## src/logic/fsc_pkg.sv

```systemverilog
// package: register map, flash command codes and timing for the flash host controller
package fsc_pkg;
  localparam int unsigned CLK_HZ = 25000000;
  localparam int unsigned WAKE_READ_NS = 1000;
  localparam int unsigned WAKE_WRITE_NS = 1000;
  localparam int unsigned WAKE_READ_CYC = ((WAKE_READ_NS * 25) + 999) / 1000;
  localparam int unsigned WAKE_WRITE_CYC = ((WAKE_WRITE_NS * 25) + 999) / 1000;
  localparam int unsigned STROBE_NS = 100;
  localparam int unsigned STROBE_CYC = ((STROBE_NS * 25) + 999) / 1000;
  localparam logic [7:0] OFS_CTRL = 8'h00;
  localparam logic [7:0] OFS_CMD = 8'h04;
  localparam logic [7:0] OFS_ADDR = 8'h08;
  localparam logic [7:0] OFS_DATA = 8'h0c;
  localparam logic [7:0] OFS_STATUS = 8'h10;
  localparam logic [7:0] OFS_IRQ = 8'h14;
  localparam logic [7:0] OFS_MASK = 8'h18;
  localparam logic [7:0] OFS_RDATA = 8'h1c;
  localparam int unsigned CTRL_PWR = 0;
  localparam int unsigned CMD_GO = 0;
  localparam int unsigned CMD_WR = 1;
  localparam int unsigned IRQ_DONE = 0;
  localparam int unsigned IRQ_READY = 1;
  localparam int unsigned IRQ_ABORT = 2;
  localparam int unsigned IRQ_W = 3;
  localparam logic [7:0] FL_READ_ARRAY = 8'hff;
  localparam logic [7:0] FL_READ_STATUS = 8'h70;
  localparam logic [7:0] FL_CLEAR_STATUS = 8'h50;
  localparam logic [7:0] FL_CONFIRM = 8'hd0;
  localparam int unsigned SR_SUPPLY_ERR = 3;
  localparam int unsigned SR_WRITE_ERR = 4;
  localparam int unsigned SR_ERASE_ERR = 5;
  localparam int unsigned SR_READY = 7;
endpackage : fsc_pkg

```

## src/logic/fsc_sync.sv

```systemverilog
// two-flop synchroniser for pins arriving from the flash
`timescale 1ns/1ns
module fsc_sync #(
  parameter int W = 1
) (
  input wire logic hclk,
  input wire logic hresetn,
  input wire logic [W-1:0] d,
  output logic [W-1:0] q
);
  logic [W-1:0] meta;
  always_ff @(posedge hclk or negedge hresetn) begin
    if (!hresetn) begin
      meta <= '0;
      q <= '0;
    end else begin
      meta <= d;
      q <= meta;
    end
  end
endmodule : fsc_sync

```

## src/logic/fsc_host.sv

```systemverilog
// flash host controller: ahb-lite registers to parallel flash pins
// What this block does, and what it leaves to software
// - host writes read array before array reads (not enforced here; the block only reports array_mode in status bit 4)
// - writes need strobe and select both low
// - host reissues aborted sequences completely (left to software; the block only raises the IRQ_ABORT flag)
// - host waits wake delays after reset release
// - read array command code is ff
//
// Local design decisions: the AHB-Lite slave port and the register offsets.
`timescale 1ns/1ns
module fsc_host #(
  parameter int AW = 21
) (
  input wire logic hclk,
  input wire logic hresetn,
  input wire logic hsel,
  input wire logic [31:0] haddr,
  input wire logic [1:0] htrans,
  input wire logic hwrite,
  input wire logic [2:0] hsize,
  input wire logic [31:0] hwdata,
  input wire logic hready,
  output logic hreadyout,
  output logic hresp,
  output logic [31:0] hrdata,
  output logic irq,
  output logic [AW-1:0] flash_addr,
  input wire logic [15:0] flash_dq_in,
  output logic [15:0] flash_dq_out,
  output logic flash_dq_oe_n,
  output logic flash_ce_n,
  output logic flash_oe_n,
  output logic flash_we_n,
  output logic reset_powerdown_n,
  input wire logic ready_status_output
);
  import fsc_pkg::*;

  typedef enum logic [2:0] {ST_IDLE, ST_WAIT, ST_SETUP, ST_STROBE, ST_HOLD} fsc_state_t;

  fsc_state_t state;
  logic pwr_on;
  logic [15:0] cmd_data;
  logic [AW-1:0] cmd_addr;
  logic cmd_wr;
  logic [15:0] rdata;
  logic [IRQ_W-1:0] irq_stat;
  logic [IRQ_W-1:0] irq_mask;
  logic [15:0] wake_cnt;
  logic [7:0] step_cnt;
  logic busy_flag;
  logic ready_s;
  logic ready_n_s;
  logic ready_q;
  logic array_mode;
  logic [15:0] dq_s;
  logic a_valid;
  logic a_write;
  logic [7:0] a_off;
  logic go_pulse;
  logic ev_done;
  logic ev_abort;
  logic wake_ok;

  // ready pin is open drain with pull-up, watched at all times
  // synchronised inverted so that it idles high out of reset and no false rising edge follows
  fsc_sync #(.W(17)) u_sync (
    .hclk(hclk),
    .hresetn(hresetn),
    .d({!ready_status_output, flash_dq_in}),
    .q({ready_n_s, dq_s})
  );

  assign ready_s = !ready_n_s;

  assign hreadyout = 1'b1;
  assign hresp = 1'b0;

  always_ff @(posedge hclk or negedge hresetn) begin
    if (!hresetn) begin
      a_valid <= 1'b0;
      a_write <= 1'b0;
      a_off <= 8'h00;
    end else if (hready) begin
      a_valid <= hsel && htrans[1] && hsize == 3'b010;
      a_write <= hwrite;
      a_off <= haddr[7:0];
    end
  end

  assign go_pulse = a_valid && a_write && a_off == OFS_CMD && hwdata[CMD_GO] && state == ST_IDLE && wake_ok;

  always_ff @(posedge hclk or negedge hresetn) begin
    if (!hresetn) begin
      pwr_on <= 1'b0;
      cmd_data <= 16'h0000;
      cmd_addr <= '0;
      irq_mask <= '0;
    end else if (a_valid && a_write) begin
      case (a_off)
        OFS_CTRL: pwr_on <= hwdata[CTRL_PWR];
        OFS_ADDR: cmd_addr <= hwdata[AW-1:0];
        OFS_DATA: cmd_data <= hwdata[15:0];
        OFS_MASK: irq_mask <= hwdata[IRQ_W-1:0];
        default: ;
      endcase
    end
  end

  always_comb begin
    hrdata = 32'h0000_0000;
    case (a_off)
      OFS_CTRL: hrdata[CTRL_PWR] = pwr_on;
      OFS_ADDR: hrdata[AW-1:0] = cmd_addr;
      OFS_DATA: hrdata[15:0] = cmd_data;
      OFS_STATUS: hrdata[4:0] = {array_mode, wake_ok, busy_flag, state != ST_IDLE, ready_s};
      OFS_IRQ: hrdata[IRQ_W-1:0] = irq_stat;
      OFS_MASK: hrdata[IRQ_W-1:0] = irq_mask;
      OFS_RDATA: hrdata[15:0] = rdata;
      default: hrdata = 32'h0000_0000;
    endcase
  end

  // reset pin follows the power control bit; lowering it clears device status
  always_ff @(posedge hclk or negedge hresetn) begin
    if (!hresetn) begin
      reset_powerdown_n <= 1'b0;
      wake_cnt <= 16'h0000;
    end else begin
      reset_powerdown_n <= pwr_on;
      if (!pwr_on) begin
        wake_cnt <= 16'h0000;
      end else if (wake_cnt < 16'(WAKE_WRITE_CYC > WAKE_READ_CYC ? WAKE_WRITE_CYC : WAKE_READ_CYC)) begin
        wake_cnt <= wake_cnt + 16'h0001;
      end
    end
  end

  assign wake_ok = reset_powerdown_n && wake_cnt >= 16'(WAKE_WRITE_CYC > WAKE_READ_CYC ? WAKE_WRITE_CYC : WAKE_READ_CYC);

  // hint for software: array reads are safe after reset, after power-down, or once the read array code was strobed
  // program data that happens to equal that code also sets it
  always_ff @(posedge hclk or negedge hresetn) begin
    if (!hresetn) begin
      array_mode <= 1'b1;
    end else if (!pwr_on) begin
      array_mode <= 1'b1;
    end else if (state == ST_SETUP && cmd_wr) begin
      array_mode <= flash_dq_out[7:0] == FL_READ_ARRAY;
    end
  end

  // one bus cycle per command: write or read, ce and strobe both low only while strobing
  always_ff @(posedge hclk or negedge hresetn) begin
    if (!hresetn) begin
      state <= ST_IDLE;
      step_cnt <= 8'h00;
      cmd_wr <= 1'b0;
      flash_addr <= '0;
      flash_dq_out <= 16'h0000;
      flash_dq_oe_n <= 1'b1;
      flash_ce_n <= 1'b1;
      flash_oe_n <= 1'b1;
      flash_we_n <= 1'b1;
      rdata <= 16'h0000;
    end else if (!pwr_on) begin
      state <= ST_IDLE;
      flash_dq_oe_n <= 1'b1;
      flash_ce_n <= 1'b1;
      flash_oe_n <= 1'b1;
      flash_we_n <= 1'b1;
    end else begin
      case (state)
        ST_IDLE: begin
          if (go_pulse) begin
            cmd_wr <= hwdata[CMD_WR];
            flash_addr <= cmd_addr;
            flash_dq_out <= cmd_data;
            state <= ST_SETUP;
          end
        end
        ST_SETUP: begin
          flash_ce_n <= 1'b0;
          flash_dq_oe_n <= !cmd_wr;
          flash_we_n <= !cmd_wr;
          flash_oe_n <= cmd_wr;
          step_cnt <= 8'(STROBE_CYC);
          state <= ST_STROBE;
        end
        ST_STROBE: begin
          if (step_cnt > 8'h01) begin
            step_cnt <= step_cnt - 8'h01;
          end else begin
            flash_we_n <= 1'b1;
            flash_oe_n <= 1'b1;
            state <= ST_HOLD;
          end
        end
        ST_HOLD: begin
          if (!cmd_wr) begin
            rdata <= dq_s;
          end
          flash_ce_n <= 1'b1;
          flash_dq_oe_n <= 1'b1;
          state <= ST_WAIT;
        end
        ST_WAIT: begin
          state <= ST_IDLE;
        end
        default: state <= ST_IDLE;
      endcase
    end
  end

  // busy tracked from the ready pin, which may float high in suspend and power-down
  always_ff @(posedge hclk or negedge hresetn) begin
    if (!hresetn) begin
      ready_q <= 1'b1;
      busy_flag <= 1'b0;
    end else begin
      ready_q <= ready_s;
      if (!pwr_on) begin
        busy_flag <= 1'b0;
      end else if (!ready_s) begin
        busy_flag <= 1'b1;
      end else begin
        busy_flag <= 1'b0;
      end
    end
  end

  assign ev_done = state == ST_HOLD;
  assign ev_abort = busy_flag && !pwr_on && reset_powerdown_n;

  always_ff @(posedge hclk or negedge hresetn) begin
    if (!hresetn) begin
      irq_stat <= '0;
    end else begin
      for (int i = 0; i < IRQ_W; i++) begin
        if ((i == IRQ_DONE && ev_done) || (i == IRQ_READY && ready_s && !ready_q) ||
            (i == IRQ_ABORT && ev_abort)) begin
          irq_stat[i] <= 1'b1;
        end else if (a_valid && a_write && a_off == OFS_IRQ && hwdata[i]) begin
          irq_stat[i] <= 1'b0;
        end
      end
    end
  end

  assign irq = |(irq_stat & irq_mask);

endmodule : fsc_host

```

## config.mk

```make
export PLATFORM = sky130hd
export DESIGN_NAME = fsc_host
export DESIGN_NICKNAME = d
export VERILOG_FILES = /design/src/logic/fsc_pkg.sv /design/src/logic/fsc_sync.sv /design/src/logic/fsc_host.sv
export SDC_FILE = /design/constraint.sdc
export NUM_CORES = 1
export LEC_CHECK = 0
export BUFFER_PORTS_ARGS = -buffer_cell sky130_fd_sc_hd__buf_2
export CAP_MARGIN = 25
export CORE_ASPECT_RATIO = 0.9
export CORE_UTILIZATION = 30
export CTS_CLUSTER_SIZE = 14
export DETAILED_ROUTE_END_ITERATION = 7
export PLACE_DENSITY = 0.48
export REMOVE_ABC_BUFFERS = 1
export SLEW_MARGIN = 20
export SYNTH_ARGS = -nofsm -noshare
export SYNTH_HDL_FRONTEND = slang
export SYNTH_HIERARCHICAL = 1
export SYNTH_SLANG_ARGS = --single-unit
```

## constraint.sdc

```tcl
create_clock -name hclk -period 3.08 [get_ports hclk]
set_clock_uncertainty 0.2 [all_clocks]
set_input_delay 0.154 -clock hclk [delete_from_list [all_inputs] [get_ports hclk]]
set_output_delay 0.154 -clock hclk [all_outputs]
set_load 0.02 [all_outputs]
```

; Yosys cells after proc, flatten, opt, wreduce, memory -nomap -nowiden
; Index checks and enable logic that the tools add are counted.
[op_classes]
mux = 32
order_cmp = 3
bitwise = 2
addsub = 2
eq_ne = 19
reduce_logical = 38
[ops]
columns = operator, count
row1 = $pmux 11 s3, 1
row2 = $eq 8x5->1 const B, 4
row3 = $mux 16, 2
row4 = $add 16x1->16 const B, 1
row5 = $eq 8x4->1 const B, 2
row6 = $ge 16x5->1 const B, 1
row7 = $logic_and 1x1->1, 16
row8 = $lt 16x5->1 const B, 1
row9 = $pmux 8 s2, 1
row10 = $mux 1, 15
row11 = $pmux 2 s6, 1
row12 = $pmux 3 s4, 1
row13 = $reduce_and 2->1, 6
row14 = $eq 3x2->1 const B, 3
row15 = $mux 3, 3
row16 = $reduce_and 3->1, 3
row17 = $eq 8x3->1 const B, 1
row18 = $eq 8x8->1 const B, 1
row19 = $gt 8x1->1 const B, 1
row20 = $logic_not 8->1, 1
row21 = $mux 8, 1
row22 = $pmux 1 s2, 4
row23 = $pmux 2 s4, 1
row24 = $reduce_bool 2->1, 4
row25 = other kinds (14), 21
[word_totals]
input_bits = 91
register_bits = 177

; Logic depth before layout (Yosys ltp)
[depth]
ltp_word = 8
mapped_depth = 8
ltp_nobuf = 6

; By module
; The synthesis kept the hierarchy.
[modules_own_cells]
columns = module, instances, seq_area_each_um2, area_each_um2, cells_per_inst
row1 = fsc_host, 1, 3585.9, 6399.9, 509
row2 = fsc_sync, 1, 850.8, 850.8, 34

; Worst setup path after synthesis
; No wires, ideal clock.
[synth_path]
kind = reg2reg
startpoint = register a_off[5]
endpoint = register cmd_data[10]
period_less_slack_ps = 2253
stages_incl_launch_ff = 6
arrival_ps = 1928
setup_slack_ps = 827
path_buffers = 1
required_ps = 2755
cell_sequence = dfrtp_1 -> or3_4 -> or3_4 -> nor2_2 -> buf_4 -> mux2_2
[synth_via]
elab_chain_len = 2
[synth_lines]
columns = element, line
row1 = "start, declared", fsc_host.sv:59  ; logic [7:0] a_off;
row2 = "start signal, assigned", fsc_host.sv:87  ; a_off <= haddr[7:0];
row3 = $eq 8x4->1, fsc_host.sv:100  ; case (a_off)
row4 = $reduce_and 2->1 (no source line), -
row5 = "end signal, assigned", fsc_host.sv:103  ; OFS_DATA: cmd_data <= hwdata[15:0];
row6 = "end, declared", fsc_host.sv:43  ; logic [15:0] cmd_data;
; No other way between the ends.
; A chain may end at the register's enable or synchronous reset.

; Final worst setup path
[layout_path]
startpoint = register wake_cnt[0]
endpoint = output port hrdata[3]
[layout_via]
elab_chain_len = 3
[layout_lines]
columns = element, line
row1 = "start, declared", fsc_host.sv:49  ; logic [15:0] wake_cnt;
row2 = "start signal, assigned", fsc_host.sv:134  ; wake_cnt <= wake_cnt + 16'h0001;
row3 = $ge 16x5->1, fsc_host.sv:139  ; assign wake_ok = reset_powerdown_n && wake_cnt >= 16'(WAKE_WRITE_CYC > WAKE_READ_CYC ? WAKE_WRITE_CYC : WAKE_R ...
row4 = $logic_and 1x1->1, fsc_host.sv:139
row5 = $pmux 2 s4, fsc_host.sv:112  ; case (a_off)
row6 = "end, declared", fsc_host.sv:25  ; output logic [31:0] hrdata,
; No other way between the ends.

==> results.md <==
- Clock Latency Late Sink: 0.42 ns
- Instance count of the mapped netlist: 543
- Slew margin rel.: 53.80%
- Setup violations, final: 0
- Routed vias: 4904
- Max-slew violations: 0
- Routed vias/inst: 4.702
- Sequential share of the synthesized area: 61.19%
- Post-Syn Area: 7251 um2
- Tot GR Track Use: 14.19%
- Initial antenna violation count: 0
- Yosys reg bits: 177
- DR iter-0 viols: 294
- RSZ-0062 raised after global routing: no
- Inserted Diodes: 0
- CORE AREA: 23540 um2
- Arrival @ worst endpoint: 2.48 ns
- Yosys cell types: 61
- CTS Root Cell: clkbuf_16
- Final setup TNS: 0 ns
- Global-route wire length before repair: 27.14 mm
- Worst-case clock buffer depth: 2
- H-tree depth: 4
- First-pass detailed-route iteration total: 8
- Layout Nets: 824
- Final hold violations: 0
- Post-CTS setup buffer count: 0
- Area Growth Syn to Fin: 29.91%
- FFs w/ async S/R, synth: 100.0%
- Worst setup SP type: register
- Fmax: 0.3529 GHz
- Pre-CTS setup slack: 0.5172 ns
- CTS tree: built
- Final antenna-violating net count: 0
- Post-synth EDFFs: 0
- CP Max Fanout: 10
- Hold WS: 0.1019 ns
- Setup ws final: 0.2463 ns
- Number of buffers added on ports: 118
- CP endpoint kind: output port
- Highest-delay cell along the critical path: o2111ai_2
- Cell row count: 53
- Max-cap violations: 0
- Wire length per cell: 16.19 um
- WL final: 16.88 mm
- Clock transition at path regs: 0.07 ns
- CTS Buf Count: 17
- CP delay by family, top: compound AO/OA/AOI/OAI gates
- Final Cycle Share: 92.00%
- Least-Margin Pin Slew: 0.6930 ns
- Cell Chain, Critical Path: inv_1 > ha_1 > nor2b_1 > o2111ai_2 > o21ai_0 > a21oi_1 > buf_2
- Final HPWL DP: 11.20 mm
- Max VDD drop: 0.3104 mV
- Width of the chip: 165.9 um
- WP data required: 2.73 ns
- # IOs: 168
- Worst Hold Class: input pin to async pin
- Syn Area/Cell: 13.35 um2
- GR Overflow Total: 0
- Placer Congestion: 0.7373
- Violated checks: DRC
- Critical path depth in cells: 7
- Status: complete, but fails checks
- Worst setup path category: register to output port
- CP max stage delay: 0.49 ns
- Synthesis Warnings: 6
- Number of global-route vias before repair: 5001
- PwrDens: 529.7 nW/um2
- Clock Sink Count: 177
- Cell count of the worst reg-to-reg path: 5
- Crit path buf inv count: 2
- DR DRC count: 12
- Pin count of the biggest net entering global routing: 75
- Share of layout cells above drive strength 1: 38.46%
- Die Ht: 149.5 um
- Main synth FF type: dfrtp_1
- Leak: 4.639 nW
- Die area: 24800 um2
- Initial core utilization: 30.80%
- Crit path time final: 2.834 ns
[registers in the layout, indices dropped and copies added (netlist names), 8 cells and up]
name and flops:
wake_cnt 16, u_sync/q 17, rdata 16, cmd_addr 21
u_sync/meta 17, step_cnt 8, flash_addr 21, a_off 8
flash_dq_out 16, cmd_data 16
[power by group]
group | switching (mW) | internal [mW] | leakage [nW]
Sequential | 0.0370 | 2.38 | 2.32
Clock | 0.939 | 1.29 | 0.302
Combinational | 0.180 | 0.157 | 2.01
[through the flow]
stage / utilization (%) / instance area [um2] / std cells / power [mW]
after floorplan: - / 7078 / 517 / 2.588
after global placement: 34.84 / 8202 / 950 / 2.725
after detailed placement: 34.84 / 8202 / 950 / 2.737
after CTS: 40.01 / 9419 / 1043 / 5.054
after global routing: 40.01 / 9419 / 1043 / 5.197
final: 40.01 / 9419 / 1043 / 4.989
[metal layers]
metal	track usage [%]	up-vias	part of all wire (%)
met5	0	-	0
met4	3.692	0	0.97
met3	3.359	12	4.2
met2	23.73	116	49
met1	18.55	2484	46
li1	-	2292	-
[worst paths after layout]
kind / start / end / slack [ns]
max in group asynchronous: hresetn / flash_we_n / 1.61
max: wake_cnt[0] / hrdata[3] / 0.25
min reg2reg: u_sync/meta[6] / u_sync/q[6] / 0.15
max reg2reg: wake_cnt[14] / flash_addr[20] / 0.55
min: hresetn / flash_addr[17] / 0.10
min in group hclk: u_sync/meta[6] / u_sync/q[6] / 0.15
[synthesized netlist by cell type, types with 8 or more instances]
master	count	area, um2
mux2_2	105	1182
a21oi_1	9	45.04
nor3_1	10	50.05
dfrtp_1	171	4279
nor2_1	11	41.29
a22oi_1	8	60.06
o21ai_0	15	75.07
clkbuf_1	15	56.30
and2_1	17	106.4
buf_4	15	112.6
inv_1	22	82.58
nand2_1	30	112.6
[kinds of logic (layout without fill, tap and decap cells)]
kind of cell	Yosys count	in the layout	synth area share (%)
AOI/OAI and AO/OA	68	68	6.868
xor gates and xnor gates	5	5	0.6039
adders and majority gates	5	5	0.8628
buffers and inverters	59	246	4.090
DFF	177	177	61.19
muxes	111	111	17.17
other	2	13	0.1036
and+or+nand+nor	116	116	9.111
[layout make-up]
cell class	count	area (um2)
inverter	22	82.58
fill	2219	14120
multi-input combinational	318	2585
clock inverter	14	177.7
sequential	177	4437
tap	302	377.9
clock buffer	18	429.2
timing repair buffer	192	1330
[timing repair]
item,CTS,global route
setup endpoints to repair,0,0
endpoints found under the hold margin,144,0
gates resized for setup,0,0
hold buffers,61,0
[placed cells by master, fill, tap and decap left out, drive strengths merged, types with 4 or more instances in the layout]
cell type	n
a21oi	9
a222oi	7
a22oi	8
and2	17
buf	131
clkbuf	18
clkinv	5
conb	13
dfrtp	171
dfstp	6
dlygate4sd3	61
ha	5
inv	28
mux2	107
mux2i	4
nand2	30
nand3	5
nand3b	4
nor2	12
nor2b	4
nor3	11
o2111ai	4
o21ai	15
o31ai	6
or3	7
or4	4
xnor2	4
Note: power is estimated with default switching activity, not from simulation.
